**src/include/fwlg_pkg.sv**
```systemverilog
// Shared constants and carrier types for the flash write lock gate
package fwlg_pkg;
  // Register byte offsets
  localparam logic [3:0] FWLG_OFS_GATE = 4'h0;
  localparam logic [3:0] FWLG_OFS_CTRL = 4'h4;
  localparam logic [3:0] FWLG_OFS_STAT = 4'h8;
  localparam logic [3:0] FWLG_OFS_MASK = 4'hc;
  // Key values
  localparam logic [7:0] FWLG_KEY_FIRST = 8'ha5;
  localparam logic [7:0] FWLG_KEY_SECOND = 8'hf1;
  // Control register fields
  localparam int FWLG_CTRL_WRITE_BIT = 0;
  localparam int FWLG_CTRL_ERASE_BIT = 1;
  // Event status bits
  localparam int FWLG_EV_DONE = 0;
  localparam int FWLG_EV_PERMLOCK = 1;
  localparam int FWLG_EV_FLASHERR = 2;
  localparam int FWLG_EV_W = 3;
  // Reset values
  localparam logic [7:0] FWLG_GATE_RST = 8'h00;
  localparam logic [1:0] FWLG_CTRL_RST = 2'h0;
  localparam logic [2:0] FWLG_EV_RST = 3'h0;
  // Lock state codes as read back
  typedef enum logic [1:0] {
    FWLG_LOCKED = 2'h0,
    FWLG_FIRST_KEY = 2'h1,
    FWLG_UNLOCKED = 2'h2,
    FWLG_DISABLED = 2'h3
  } fwlg_lock_type;
  // Move write request from the core
  typedef struct packed {
    logic valid;
    logic [15:0] addr;
    logic [7:0] data;
  } fwlg_move_type;
  // Command to the flash array
  typedef struct packed {
    logic write;
    logic erase;
    logic [15:0] addr;
    logic [7:0] data;
  } fwlg_flash_cmd_type;
endpackage

```
**src/fwlg_gate.sv**
```systemverilog
// Flash write lock gate with AXI4-Lite register access
//
// Design decisions made here: the register offsets and the AXI4-Lite register port.
`timescale 1ns/1ps
// How it works
// - Keys 0xA5 then 0xF1 unlock flash
// - Relock after the operation completes
// - Wrong key write forces permanent lock
// - Flash access while locked refused, permanent lock
// - Permanent lock held until device reset
// - Non-0xA5 first write locks on purpose
// - Read returns lock state code bits 1:0
// - 8-bit gate register resets to zero
// - Write permit sends move writes to flash
// - Both permits erase the addressed page
// - No supply monitor means flash error reset
module fwlg_gate
  import fwlg_pkg::*;
(
  // Clock and reset
  input wire logic clock,
  input wire logic rst_n,
  // AXI4-Lite slave
  input wire logic [3:0] s_axi_awaddr,
  input wire logic s_axi_awvalid,
  output logic s_axi_awready,
  input wire logic [31:0] s_axi_wdata,
  input wire logic [3:0] s_axi_wstrb,
  input wire logic s_axi_wvalid,
  output logic s_axi_wready,
  output logic [1:0] s_axi_bresp,
  output logic s_axi_bvalid,
  input wire logic s_axi_bready,
  input wire logic [3:0] s_axi_araddr,
  input wire logic s_axi_arvalid,
  output logic s_axi_arready,
  output logic [31:0] s_axi_rdata,
  output logic [1:0] s_axi_rresp,
  output logic s_axi_rvalid,
  input wire logic s_axi_rready,
  // Core move write port
  input wire fwlg_pkg::fwlg_move_type moveReq,
  output logic moveToData,
  // Flash array
  output fwlg_pkg::fwlg_flash_cmd_type flashCmd,
  input wire logic flashDone,
  // Supply monitor
  input wire logic supplyMonOn,
  input wire logic supplyMonReset,
  output logic flashErrReset,
  // Interrupt
  output logic irq
);
  import fwlg_pkg::*;

  typedef struct packed {
    logic awHeld;
    logic [3:0] awAddr;
    logic wHeld;
    logic [31:0] wData;
    logic [3:0] wStrb;
    logic awReady;
    logic wReady;
    logic bValid;
    logic [1:0] bResp;
    logic arReady;
    logic rValid;
    logic [31:0] rData;
    logic [1:0] rResp;
    fwlg_lock_type lock;
    logic busy;
    logic [1:0] ctrl;
    logic [FWLG_EV_W-1:0] evStat;
    logic [FWLG_EV_W-1:0] evMask;
    fwlg_flash_cmd_type cmd;
    logic toData;
    logic errReset;
    logic irq;
  } fwlg_state_type;

  fwlg_state_type st_r;
  fwlg_state_type st_nxt;
  logic [FWLG_EV_W-1:0] evSet;
  logic doWrite;
  logic [7:0] gateKey;
  logic [31:0] rdVal;

  always_comb
  begin
    st_nxt = st_r;
    evSet = '0;
    doWrite = st_r.awHeld && st_r.wHeld && !st_r.bValid;
    gateKey = st_r.wData[7:0];
    rdVal = 32'h0;
    st_nxt.cmd.write = 1'b0;
    st_nxt.cmd.erase = 1'b0;
    st_nxt.toData = 1'b0;
    st_nxt.errReset = 1'b0;
    // Address and data are taken independently, one of each outstanding
    st_nxt.awReady = !st_r.awHeld && !(s_axi_awvalid && st_r.awReady);
    st_nxt.wReady = !st_r.wHeld && !(s_axi_wvalid && st_r.wReady);
    if (s_axi_awvalid && st_r.awReady)
    begin
      st_nxt.awHeld = 1'b1;
      st_nxt.awAddr = s_axi_awaddr;
    end
    if (s_axi_wvalid && st_r.wReady)
    begin
      st_nxt.wHeld = 1'b1;
      st_nxt.wData = s_axi_wdata;
      st_nxt.wStrb = s_axi_wstrb;
    end
    // Flash operation finishing; the done event is raised
    if (st_r.busy && flashDone)
    begin
      st_nxt.busy = 1'b0;
      if (st_r.lock == FWLG_UNLOCKED)
        st_nxt.lock = FWLG_LOCKED;
      evSet[FWLG_EV_DONE] = 1'b1;
    end
    if (moveReq.valid && !st_r.busy)
    begin
      if (!st_r.ctrl[FWLG_CTRL_WRITE_BIT])
        st_nxt.toData = 1'b1;
      else if (!(supplyMonOn && supplyMonReset))
      begin
        st_nxt.errReset = 1'b1;
        evSet[FWLG_EV_FLASHERR] = 1'b1;
      end
      // only an unlocked gate lets the operation through
      else if (st_r.lock == FWLG_UNLOCKED)
      begin
        st_nxt.busy = 1'b1;
        st_nxt.cmd.addr = moveReq.addr;
        st_nxt.cmd.data = moveReq.data;
        // page erase when both permits set
        if (st_r.ctrl[FWLG_CTRL_ERASE_BIT])
          st_nxt.cmd.erase = 1'b1;
        else
          st_nxt.cmd.write = 1'b1;
      end
      else
      begin
        st_nxt.lock = FWLG_DISABLED;
        evSet[FWLG_EV_PERMLOCK] = st_r.lock != FWLG_DISABLED;
      end
    end
    // Register write: both channels held, answer OKAY or SLVERR
    if (doWrite)
    begin
      st_nxt.awHeld = 1'b0;
      st_nxt.wHeld = 1'b0;
      st_nxt.bValid = 1'b1;
      st_nxt.bResp = 2'h0;
      unique case (st_r.awAddr)
        FWLG_OFS_GATE:
          if (st_r.wStrb[0])
          begin
            // a move refused in this same cycle wins
            if (st_nxt.lock == FWLG_DISABLED)
              st_nxt.lock = FWLG_DISABLED;
            else if (st_r.lock == FWLG_LOCKED && gateKey == FWLG_KEY_FIRST)
              st_nxt.lock = FWLG_FIRST_KEY;
            else if (st_r.lock == FWLG_FIRST_KEY && gateKey == FWLG_KEY_SECOND)
              st_nxt.lock = FWLG_UNLOCKED;
            else
            begin
              st_nxt.lock = FWLG_DISABLED;
              evSet[FWLG_EV_PERMLOCK] = st_r.lock != FWLG_DISABLED;
            end
          end
        FWLG_OFS_CTRL:
          if (st_r.wStrb[0])
            st_nxt.ctrl = st_r.wData[1:0];
        FWLG_OFS_STAT:
          if (st_r.wStrb[0])
            st_nxt.evStat = st_r.evStat & ~st_r.wData[FWLG_EV_W-1:0];
        FWLG_OFS_MASK:
          if (st_r.wStrb[0])
            st_nxt.evMask = st_r.wData[FWLG_EV_W-1:0];
        default:
          st_nxt.bResp = 2'h2;
      endcase
    end
    if (st_r.bValid && s_axi_bready)
      st_nxt.bValid = 1'b0;
    // Register read
    unique case (s_axi_araddr)
      FWLG_OFS_GATE: rdVal = {30'h0, st_r.lock};
      FWLG_OFS_CTRL: rdVal = {30'h0, st_r.ctrl};
      FWLG_OFS_STAT: rdVal = {29'h0, st_r.evStat};
      FWLG_OFS_MASK: rdVal = {29'h0, st_r.evMask};
      default: rdVal = 32'h0;
    endcase
    st_nxt.arReady = !st_r.rValid && !(s_axi_arvalid && st_r.arReady);
    if (s_axi_arvalid && st_r.arReady)
    begin
      st_nxt.rValid = 1'b1;
      st_nxt.rData = rdVal;
      st_nxt.rResp = (s_axi_araddr[1:0] == 2'h0 && s_axi_araddr <= FWLG_OFS_MASK) ? 2'h0 : 2'h2;
    end
    else if (st_r.rValid && s_axi_rready)
      st_nxt.rValid = 1'b0;
    // Set wins over a clear in the same cycle
    st_nxt.evStat = st_nxt.evStat | evSet;
    st_nxt.irq = |(st_nxt.evStat & st_nxt.evMask);
  end

  always_ff @(posedge clock or negedge rst_n)
  begin
    if (!rst_n)
    begin
      st_r <= '0;
    end
    else
      st_r <= st_nxt;
  end

  assign s_axi_awready = st_r.awReady;
  assign s_axi_wready = st_r.wReady;
  assign s_axi_bvalid = st_r.bValid;
  assign s_axi_bresp = st_r.bResp;
  assign s_axi_arready = st_r.arReady;
  assign s_axi_rvalid = st_r.rValid;
  assign s_axi_rdata = st_r.rData;
  assign s_axi_rresp = st_r.rResp;
  assign flashCmd = st_r.cmd;
  assign moveToData = st_r.toData;
  assign flashErrReset = st_r.errReset;
  assign irq = st_r.irq;

  // Assertions guarding the lock sequence
  a_disabled_sticky: assert property (@(posedge clock) disable iff (!rst_n)
    st_r.lock == FWLG_DISABLED |=> st_r.lock == FWLG_DISABLED)
    else $error("permanent lock left without reset");
  a_second_key: assert property (@(posedge clock) disable iff (!rst_n)
    st_r.lock == FWLG_UNLOCKED && !$past(st_r.busy && flashDone) |-> $past(st_r.lock) inside {FWLG_FIRST_KEY, FWLG_UNLOCKED})
    else $error("unlocked without first key");
  a_relock_done: assert property (@(posedge clock) disable iff (!rst_n)
    st_r.busy && flashDone && st_r.lock == FWLG_UNLOCKED |=> st_r.lock == FWLG_LOCKED)
    else $error("no relock after operation");
  a_bad_key: assert property (@(posedge clock) disable iff (!rst_n)
    doWrite && st_r.awAddr == FWLG_OFS_GATE && st_r.wStrb[0] && gateKey != FWLG_KEY_FIRST
    && gateKey != FWLG_KEY_SECOND |=> st_r.lock == FWLG_DISABLED)
    else $error("bad key did not lock");
  a_first_wrong: assert property (@(posedge clock) disable iff (!rst_n)
    doWrite && st_r.awAddr == FWLG_OFS_GATE && st_r.wStrb[0] && st_r.lock == FWLG_LOCKED
    && gateKey != FWLG_KEY_FIRST |=> st_r.lock == FWLG_DISABLED)
    else $error("non-first key did not lock");
  a_locked_access: assert property (@(posedge clock) disable iff (!rst_n)
    moveReq.valid && !st_r.busy && st_r.ctrl[0] && supplyMonOn && supplyMonReset
    && st_r.lock != FWLG_UNLOCKED |=> st_r.lock == FWLG_DISABLED && !flashCmd.write && !flashCmd.erase)
    else $error("locked access not refused");
  a_erase_page: assert property (@(posedge clock) disable iff (!rst_n)
    flashCmd.erase |-> $past(st_r.ctrl) == 2'h3 && !flashCmd.write)
    else $error("erase without both permits");
  a_flash_err: assert property (@(posedge clock) disable iff (!rst_n)
    moveReq.valid && !st_r.busy && st_r.ctrl[0] && !supplyMonOn |=> flashErrReset ##1 !flashErrReset)
    else $error("missing flash error reset");
  a_steer_data: assert property (@(posedge clock) disable iff (!rst_n)
    flashCmd.write |-> $past(st_r.ctrl[0]) && !moveToData)
    else $error("flash write without permit");
  a_twelve: assert property (@(posedge clock) disable iff (!rst_n)
    doWrite && st_r.awAddr == FWLG_OFS_GATE && st_r.wStrb[0] && st_r.lock == FWLG_UNLOCKED
    |=> st_r.lock == FWLG_DISABLED)
    else $error("extra key did not lock");
  // Events, pulses and bus answers
  a_done_status: assert property (@(posedge clock) disable iff (!rst_n)
    st_r.busy && flashDone |=> st_r.evStat[FWLG_EV_DONE])
    else $error("done event not recorded");
  a_permlock_event: assert property (@(posedge clock) disable iff (!rst_n)
    st_r.lock != FWLG_DISABLED ##1 st_r.lock == FWLG_DISABLED |-> st_r.evStat[FWLG_EV_PERMLOCK])
    else $error("permanent lock event not recorded");
  a_cmd_pulse: assert property (@(posedge clock) disable iff (!rst_n)
    flashCmd.write || flashCmd.erase |=> !flashCmd.write && !flashCmd.erase)
    else $error("flash command longer than one cycle");
  a_move_data: assert property (@(posedge clock) disable iff (!rst_n)
    moveReq.valid && !st_r.busy && !st_r.ctrl[FWLG_CTRL_WRITE_BIT] |=> moveToData && !flashCmd.write && !flashCmd.erase)
    else $error("move without permit not sent to data memory");
  a_write_resp: assert property (@(posedge clock) disable iff (!rst_n)
    doWrite |=> s_axi_bvalid)
    else $error("write response missing");
  a_bresp_hold: assert property (@(posedge clock) disable iff (!rst_n)
    s_axi_bvalid && !s_axi_bready |=> s_axi_bvalid && $stable(s_axi_bresp))
    else $error("write response dropped early");
  a_read_resp: assert property (@(posedge clock) disable iff (!rst_n)
    s_axi_arvalid && s_axi_arready |=> s_axi_rvalid)
    else $error("read response missing");
  c_unlock: cover property (@(posedge clock) disable iff (!rst_n)
    st_r.lock == FWLG_FIRST_KEY ##[1:20] st_r.lock == FWLG_UNLOCKED);
  c_write_done: cover property (@(posedge clock) disable iff (!rst_n)
    flashCmd.write ##[1:50] st_r.lock == FWLG_LOCKED);
  c_perm: cover property (@(posedge clock) disable iff (!rst_n) st_r.lock == FWLG_DISABLED);
  c_irq: cover property (@(posedge clock) disable iff (!rst_n) irq);
  c_erase: cover property (@(posedge clock) disable iff (!rst_n) flashCmd.erase);
endmodule

```
**config.mk**
```make
export PLATFORM = sky130hd
export DESIGN_NAME = fwlg_gate
export DESIGN_NICKNAME = d
export VERILOG_FILES = /design/src/include/fwlg_pkg.sv /design/src/fwlg_gate.sv
export SDC_FILE = /design/constraint.sdc
export NUM_CORES = 1
export LEC_CHECK = 0
export ABC_AREA = 0
export BUFFER_PORTS_ARGS = -buffer_cell sky130_fd_sc_hd__buf_2
export CAP_MARGIN = 5
export CELL_PAD_IN_SITES_DETAIL_PLACEMENT = 0
export CELL_PAD_IN_SITES_GLOBAL_PLACEMENT = 1
export CORE_ASPECT_RATIO = 1.4
export CORE_MARGIN = 4
export CORE_UTILIZATION = 31
export DETAILED_ROUTE_END_ITERATION = 16
export PLACE_DENSITY = 0.75
export SYNTH_ARGS = -nofsm -noshare
export SYNTH_HDL_FRONTEND = slang
export SYNTH_SLANG_ARGS = --single-unit
```
**constraint.sdc**
```tcl
create_clock -name clock -period 2.1 [get_ports clock]
set_input_delay 0.105 -clock clock [delete_from_list [all_inputs] [get_ports clock]]
set_output_delay 0.105 -clock clock [all_outputs]
set_load 0.01 [all_outputs]
```
Yosys cells after proc, flatten, opt, wreduce, memory -nomap -nowiden. Index checks and enable logic that the tools add are counted.

Bits in registers: 123. Logic and storage cells: 127. Input port bits: 79.

Bitwise operators: 4. Eq/ne operators: 12. Multiplexer cells: 49. Order comparisons: 1. Reduce and logical (&&, ||, !) cells: 36.

Operators with widths (count): $mux W26 (3); $mux W37 (1); $mux W28 (1); $mux W3 (9); $mux W2 (11); $mux W1 (21); $eq A4 B4 Y1 const B (4); $eq A8 B8 Y1 const B (2); $logic_and A1 B1 Y1 (16); $pmux W3 S4 (1); $eq A4 B3 Y1 const B (2); $logic_not A1 Y1 (8); $logic_not A4 Y1 (2); $reduce_bool A2 Y1 (4); $and A3 B3 Y3 (2); $mux W6 (1); $mux W5 (1); $eq A2 B2 Y1 const B (2); $le A4 B4 Y1 const B (1); $logic_not A2 Y1 (2); $reduce_and A4 Y1 (1); $reduce_or A4 Y1 (1); $not A3 Y3 (1); $or A3 B3 Y3 (1); other kinds (4) (4).

Depth between registers and ports, before layout. Gate-level depths: netlist of the first run.

Depth after elaboration: 15. Depth in mapped cells: 6. Mapped depth without buffers: 5.

Least setup slack after synthesis of the first run. Ideal clock, no wire load.

Path kind: flip-flop to flip-flop. Start: register st_r (netlist bit s_axi_bvalid). End: register st_r (netlist bit irq). Data arrival time: 1875 ps. Stages on the path, launching flop included: 6. Required time: 1982 ps. Setup time: 118 ps. Buffers on the path: 0. Path slack: 107 ps. Cells stage by stage: dfrtp_1 -> or4b_4 -> nor3_2 -> mux2_2 -> a22o_1 -> a21o_1.

RTL lines: start, declared (RTL line fwlg_gate.sv:81) `fwlg_state_type st_r;`; start signal, assigned (RTL line fwlg_gate.sv:216) `st_r <= st_nxt;`.

==> results of run 1 <==
## cell families after synthesis
logic type	Yosys count	synth area share (%)
other cells	1	0.122
flops	65	52.8
buf+inv	69	16.2
compound gates	24	5.12
mux	45	17.2
simple gates	41	8.53
## worst max-delay path by stage
| stage | from | depth (start not counted) | slack (ns) | endpoint |
|---|---|---|---|---|
| 2_1_floorplan | s_axi_bvalid | 5 | 0.11 | irq |
| 3_3_place_gp | s_axi_bvalid | 5 | 0.06 | irq |
| 3_5_place_dp | s_axi_bvalid | 5 | 0.04 | irq |
| 4_1_cts | s_axi_bvalid | 5 | 0.03 | irq |
| 5_1_grt | s_axi_bvalid | 5 | 0.01 | irq |
| 6_report | s_axi_bvalid | 5 | 0.08 | irq |
## flip-flops by register name, summed over array words and instances, names as in the netlist
name           count
flashCmd          26
s_axi_rvalid       1
s_axi_arready      1
gateKey            8
flashErrReset      1
irq                1
s_axi_bvalid       1
s_axi_awready      1
s_axi_rdata        3
s_axi_rresp        1
st_r              18
moveToData         1
s_axi_bresp        1
s_axi_wready       1
## cell type report
class                           instances  area (um2)
Clock buffer                           13         250
Clock inverter                          3        40.0
Fill cell                             951        5640
Inverter                                3        11.3
Multi-Input combinational cell        141        1080
Sequential cell                        65        1630
Tap cell                              132         165
Timing Repair Buffer                  119         756
## metal layers
metal / up-vias / track usage (%)
met2: 86 / 17.6
met3: 8 / 3.88
met1: 976 / 13.3
li1: 958 / -
met5: - / 0
met4: 0 / 4.46
## timing repair
action / 4_1_cts / 5_1_grt
resized for setup: 0 / 1
endpoints found under the hold margin: 89 / 0
hold buffers: 25 / 0
setup endpoints to repair: 0 / 1
## report_power, final
part	internal [mW]	leakage, nW	total, mW	switching [mW]
Sequential	1.65	0.834	1.96	0.308
Combinational	0.609	1.02	1.12	0.515
Clock	0.947	0.144	1.45	0.499
Total	3.21	2.00	4.53	1.32
## through the flow
stage / cells / area, um2 / utilization (%) / hold slack (ns)
global placement: 435 / 3380 / 35.3 / 0.140
global route: 476 / 3930 / 41.1 / 0.00422
floorplan: 275 / 3190 / - / -0.191
detailed placement: 435 / 3380 / 35.3 / 0.152
finish: 476 / 3930 / 41.1 / 0.0144
CTS: 476 / 3920 / 41.0 / 0.000130
## layout by cell type, fill, tap and decap left out, drive strengths merged, types with 3 or more instances in the layout
cell type and instances:
buf 94, dfrtp 65, mux2 43, conb 31, dlygate4sd3 25, clkbuf 13, nand2 10, nor2 7
a21oi 7, o21ai 5, nand3b 3, nand4 3, nor2b 3, inv 3, a22o 3, nor3 3
==> impl_metrics.ini, run 1 <==
[run_status]
outcome = finished, final reports clean

[clock_tree]
cts_root_buf = clkbuf_16
cts_tree = built
post_cts.repair.setup_buffers = 0
path_clk_slew_ns = 0.05
clockBufferDepth = 2
cts_buffers = 9
clk_latency_ns = 0.33
h-tree-depth = 3
cts_num_sinks = 65

[flow_run]
cap_violations = 0

[synth]
synth_common_cells = dfrtp_1, buf_4, mux2_2
synth_top_area_share_pct = 52.8
synth_edf_count = 0
ys_types = 37
ys_async_sr_fraction_pct = 100
avgSynthCellArea_um2 = 12.6
ys_top_cells_by_area = dfrtp_1, mux2_2, buf_4
ys.flop_type = dfrtp_1
synth_most_common_cell = dfrtp_1
synth_top_cell_by_area = dfrtp_1
yosys_register_bits = 65
syn-instance-count = 245
seq_area_frac_synth_pct = 52.8
syn_area_um2 = 3080
synth_warnings = 0

[hold_path]
min_from = moveReq[21]
hold_depth = 2
hold_end = flashCmd[21]
hold_path.class = in2reg

[final_layout]
syn2layout_area_growth_pct = 27.5
n_antenna_cell = 0
fin_nets = 418
layout-drive-gt1-share_pct = 45.9

[routing]
drc = 0
met3_length_um = 477
met1_length_mm = 2.38
post_drt_wl_per_cell_um = 12.4
vias = 2028
drt-pass1-iter-count = 4
drtIter0Drc = 52
met2_length_mm = 2.97
drt_wl_total_mm = 5.91
viasPerCell = 4.26
top_layer = met4
drtAntennaViolNets = 0

[critical_path]
cp_cell_sequence = or4b_4 -> nor3_4 -> mux2_2 -> a22o_1 -> a21o_1
reg2regPathDepth = 5
r2r_end = irq
critPathBufInv = 0
r2r-start = s_axi_bvalid
worst-path-max-fanout = 4
critPathMaxStageDelay_ns = 0.59
worst-endpoint-arrival_ns = 2.22
cp.required_ns = 2.31
critPathTopFamily = simple AND/OR/NAND/NOR gates
critPathSlowestCell = or4b_4
r2r_slack_ns = 0.08
start_kind = flip-flop
critPathKind = reg2reg
cp-end-kind = flip-flop

[sta]
finalCritPeriodShare_pct = 96.0
clock_skew_ns = 0.00580
worst_slack_ns = 0.0846
min_period_ns = 2.02
tightest_slew_ns = 0.531
tns_ns = 0
hold_violations = 0
drv_slew = 0
rsz0062_at_grt = no
slew_headroom_pct = 64.3
max_freq_mhz = 496
finalSetupViolCount = 0

[place]
port_buffers = 90
gp_congestion = 0.732
dpl.hpwl_mm = 4.46
pre_cts_slack_ns = 0.0428

[pwr]
power_mw = 4.53
power_leakage_nw = 2.00
cellPowerDensity_nw_per_um2 = 1150
ir_drop_mv = 0.666

[grt]
antenna_found_initial = 0
grt_max_degree = 66
grtUsageTotal_pct = 10.9
grt_pass1_wl_mm = 9.94
grt_pass1_vias = 2071
grt_remaining_overflow = 0

[floorplanning]
dieArea_um2 = 11600
row_count = 42
die_x_um = 92.3
ios = 149
start_util_pct = 32.2
core_um2 = 9560
die_y_um = 126
Note: power is estimated with default switching activity, not from simulation.
==> inputs of run 2 (changes only) <==
--- a/config.mk
+++ b/config.mk
@@ -14,6 +14,7 @@
 export CORE_MARGIN = 4
 export CORE_UTILIZATION = 31
 export DETAILED_ROUTE_END_ITERATION = 16
+export MAX_ROUTING_LAYER = met4
 export PLACE_DENSITY = 0.75
 export SYNTH_ARGS = -nofsm -noshare
 export SYNTH_HDL_FRONTEND = slang
==> run 2 against run 1 <==
Maximum frequency hardly changed; critical path depth unchanged; clock power barely moved; via count fell by 0.35%; power about the same; sequential cell count unchanged.
==> impl_metrics.ini, run 2 (synthesis results as in run 1) <==
[place]
dpl.hpwl_mm = 4.46
port_buffers = 90
gp_congestion = 0.741
dp_cells = 435
place_area_um2 = 3380

[critical_path]
r2r_slack_ns = 0.08
worst-path-max-fanout = 4
r2r_end = irq
critPathLaunch = s_axi_bvalid
critPathSlowestCell = or4b_4
cp.required_ns = 2.31
r2r-start = s_axi_bvalid
start_kind = flip-flop
critPathMaxStageDelay_ns = 0.59
worst-endpoint-arrival_ns = 2.22
critPathKind = reg2reg
reg2regPathDepth = 5
cp_cell_sequence = or4b_4 -> nor3_4 -> mux2_2 -> a22o_1 -> a21o_1
cp-end-kind = flip-flop

[hold_path]
hold_path.class = in2reg
hold_end = flashCmd[21]
min_from = moveReq[21]
hold_depth = 2

[final_layout]
mostFrequentLayoutCell = buf_2
largest_reg_flops = 26
layout-drive-gt1-share_pct = 45.9
fin_nets = 418
syn2layout_area_growth_pct = 27.5
layout_common_cells = buf_2, dfrtp_1, mux2_2
design_area_um2 = 3930
n_antenna_cell = 0
stdcell_count = 476

[sta]
hold_violations = 0
min_period_ns = 2.02
clock_skew_ns = 0.00810
finalCritPeriodShare_pct = 96.0
rsz0062_at_grt = no
tns_ns = 0
max_freq_mhz = 496
tightest_slew_ns = 0.540
slew_headroom_pct = 63.7
drv_slew = 0
finalSetupViolCount = 0

[routing]
drt-pass1-iter-count = 4
post_drt_wl_per_cell_um = 12.4
drt_wl_total_mm = 5.92
drtIter0Drc = 59
drc = 0
vias = 2021
drtAntennaViolNets = 0
viasPerCell = 4.25

[grt]
grtUsageTotal_pct = 11.3
grt_remaining_overflow = 0
antenna_found_initial = 0
grt_pass1_wl_mm = 9.95
grt_pass1_vias = 2057
grt_max_degree = 66

[pwr]
ir_drop_mv = 0.666
power_mw = 4.53
cellPowerDensity_nw_per_um2 = 1150
power_leakage_nw = 2.00

[run_status]
outcome = finished, final reports clean

[clock_tree]
path_clk_slew_ns = 0.05
cts_tree = built
cts_buffers = 9
cts_num_sinks = 65
clockBufferDepth = 2
h-tree-depth = 3
cts_root_buf = clkbuf_16
clk_latency_ns = 0.33

[floorplanning]
row_count = 42
core_um2 = 9560
die_x_um = 92.3
start_util_pct = 32.2
dieArea_um2 = 11600
die_y_um = 126
ios = 149

[flow_run]
cap_violations = 0
run 2: cell counts in the layout (fill, tap and decap cells not counted):
Identical to the previous run, type by type.
run 2: per-layer routing:
metal	global-route usage [%]	vias up	wire (um)
met5	-	-	0
met4	3.94	0	63
met3	4.36	6	440
met2	17.6	85	3000
met1	13.3	971	2410
li1	-	959	-
run 2: area by class of cell:
type / count / area (um2)
multi-input cells: 141 / 1080
flip-flops and latches: 65 / 1630
well taps: 132 / 165
clock inverters: 3 / 40.0
clock buffers: 13 / 250
fillers: 951 / 5640
repair buffers: 119 / 756
inverters: 3 / 11.3
run 2: how the worst max path moves through the flow:
stage / end / depth (start not counted)
finish: irq / 5
global route: irq / 5
CTS: irq / 5
detailed placement: irq / 5
global placement: irq / 5
floorplan: irq / 5
run 2: repair_timing:
action                                 CTS  global route
hold buffers                            25             0
endpoints found under the hold margin   89             0
setup buffers                            0             0
gates resized for setup                  0             1
setup endpoints to repair                0             1
run 2: worst max-delay path: cells and delay by family (launching register included):
| kind | cells | cell delay, ns |
|---|---|---|
| and+or+nand+nor | 2 | 0.78 |
| AOI/OAI and AO/OA | 2 | 0.36 |
| muxes | 1 | 0.37 |
| DFF | 1 | 0.40 |
run 2: per-stage QoR:
stage,utilization (%),hold slack (ns),worst slack [ns]
floorplan,-,-0.191,0.107
global placement,35.3,0.140,0.0637
detailed placement,35.3,0.152,0.0428
CTS,41.0,0.000130,0.0337
global route,41.1,0.00210,0.0134
finish,41.1,0.0136,0.0847
run 2: report_power, final:
part	internal (mW)	switching, mW
clock network	0.947	0.499
logic	0.609	0.515
registers	1.65	0.307
total	3.21	1.32
==> inputs of run 3 (changes only) <==
--- a/config.mk
+++ b/config.mk
@@ -12,10 +12,9 @@
 export CELL_PAD_IN_SITES_GLOBAL_PLACEMENT = 1
 export CORE_ASPECT_RATIO = 1.4
 export CORE_MARGIN = 4
-export CORE_UTILIZATION = 31
+export CORE_UTILIZATION = 35
 export DETAILED_ROUTE_END_ITERATION = 16
-export MAX_ROUTING_LAYER = met4
-export PLACE_DENSITY = 0.75
+export PLACE_DENSITY = 0.8
 export SYNTH_ARGS = -nofsm -noshare
 export SYNTH_HDL_FRONTEND = slang
 export SYNTH_SLANG_ARGS = --single-unit
==> constraint.sdc (replaced) <==
create_clock -name clock -period 2.01 [get_ports clock]
set_input_delay 0.1005 -clock clock [delete_from_list [all_inputs] [get_ports clock]]
set_output_delay 0.1005 -clock clock [all_outputs]
set_load 0.01 [all_outputs]
==> run 3 against run 2 <==
Utilization grew 5.9 points; worst hold slack lost 0.0023 ns; critical path depth is the same; final area grew 3.0%; sequential cell count is the same; critical endpoint unchanged; largest power group unchanged; highest routed layer unchanged.
==> impl_metrics.ini, run 3 (synthesis results as in run 1) <==
[run_status]
outcome = finished, final reports clean

[pwr]
ir_drop_mv = 0.713
power_leakage_nw = 2.08
cellPowerDensity_nw_per_um2 = 1240

[critical_path]
critPathBufInv = 0
critPathMaxStageDelay_ns = 0.58
r2r_end = irq
critPathKind = reg2reg
r2r-start = st_r[119]
worst-path-max-fanout = 3
reg2regPathDepth = 5
worst-endpoint-arrival_ns = 2.19
cp.required_ns = 2.22
critPathSlowestCell = or4b_4
r2r_slack_ns = 0.03
cp-end-kind = flip-flop
start_kind = flip-flop
cp_cell_sequence = or4b_4 -> nor3_4 -> mux2_2 -> a22o_1 -> a21o_1
critPathTopFamily = simple AND/OR/NAND/NOR gates

[clock_tree]
h-tree-depth = 3
cts_root_buf = clkbuf_16
cts_num_sinks = 65
clk_latency_ns = 0.32
clockBufferDepth = 2
cts_buffers = 9
path_clk_slew_ns = 0.05
cts_tree = built

[grt]
grtUsageTotal_pct = 11.8
grt_pass1_wl_mm = 9.59
grt_pass1_vias = 2084
grt_max_degree = 30
antenna_found_initial = 0
grt_remaining_overflow = 0

[sta]
tightest_slew_ns = 0.685
tns_ns = 0
max_freq_mhz = 504
hold_violations = 0
finalCritPeriodShare_pct = 98.7
finalSetupViolCount = 0
drv_slew = 0
slew_headroom_pct = 54.4
rsz0062_at_grt = yes
min_period_ns = 1.98
timing.hold.ws_ns = 0.0113
clock_skew_ns = 0.00419

[floorplanning]
dieArea_um2 = 10400
core_um2 = 8610
start_util_pct = 35.8
die_y_um = 119
die_x_um = 87.3
row_count = 40
ios = 149

[place]
port_buffers = 90
gp_congestion = 0.728
dpl.hpwl_mm = 4.42

[final_layout]
syn2layout_area_growth_pct = 31.3
largest_reg_flops = 26
fin_nets = 429
seqCellArea_um2 = 1630
n_antenna_cell = 0
layout-drive-gt1-share_pct = 47.3
layout_common_cells = buf_2, dfrtp_1, mux2_2
mostFrequentLayoutCell = buf_2
multi_input_area_um2 = 1080
fill_cells = 819

[routing]
drt_wl_total_mm = 6.01
vias = 2053
drt-pass1-iter-count = 3
post_drt_wl_per_cell_um = 13.1
drc = 0
drtAntennaViolNets = 0
drtIter0Drc = 56
viasPerCell = 4.46

[hold_path]
hold_depth = 2
hold_path.class = in2reg
min_from = moveReq[15]
hold_end = flashCmd[15]

[flow_run]
cap_violations = 0
==> run 3: cell count changes in the layout (fill, tap and decap cells not counted), sizes merged <==
| cell | previous run | this run |
|---|---|---|
| dlygate4sd3 | 25 | 30 |
| clkbuf | 13 | 12 |
| bufinv | 1 | 2 |
| buf | 94 | 100 |
==> run 3: worst max path at each step <==
stage                            start  endpoint  cells after the start
final                        st_r[119]       irq                      5
after global routing         st_r[119]       irq                      5
after CTS                    st_r[119]       irq                      5
after detailed placement     st_r[119]       irq                      5
after global placement       st_r[119]       irq                      5
after floorplan           s_axi_bvalid       irq                      5
==> run 3: metal layers <==
metal	global-route usage, %	part of all wire (%)	routed length [um]	vias to the layer above
met3	3.46	8.0	479	12
li1	-	-	-	971
met2	19.8	51	3060	82
met1	13.4	39	2330	988
met4	6.14	2.3	138	0
met5	0	0	0	-
==> run 3: cell type report <==
type	count	area share [%]
Sequential cell	65	40.2
Multi-Input combinational cell	141	26.8
Timing Repair Buffer	130	21.0
Clock buffer	12	6.59
Tap cell	105	3.25
Clock inverter	4	1.83
Inverter	3	0.278
==> run 3: report_power, final <==
group	leakage (nW)	internal [mW]	total [mW]	switching, mW
Sequential	0.834	1.73	2.03	0.307
Clock	0.169	1.19	1.72	0.531
Combinational	1.07	0.674	1.24	0.570
Total	2.08	3.59	4.99	1.41
==> run 3: stage by stage <==
| step | setup WS [ns] | area (um2) | total power, mW | util, % | instances |
|---|---|---|---|---|---|
| 2_1_floorplan | 0.0173 | 3190 | 2.95 | - | 275 |
| 3_3_place_gp | -0.00373 | 3390 | 3.20 | 39.4 | 414 |
| 3_5_place_dp | -0.000318 | 3390 | 3.25 | 39.4 | 414 |
| 4_1_cts | 0.0163 | 4030 | 5.07 | 46.9 | 459 |
| 5_1_grt | -0.0301 | 4040 | 5.31 | 47.0 | 460 |
| 6_report | 0.0260 | 4040 | 4.99 | 47.0 | 460 |
==> run 3: what timing repair did <==
item	in CTS	in global routing
resized for setup	3	0
buffers inserted	1	0
hold buffers	29	1
pin swaps	3	0
setup endpoints to repair	1	1
hold endpoints to repair	55	1
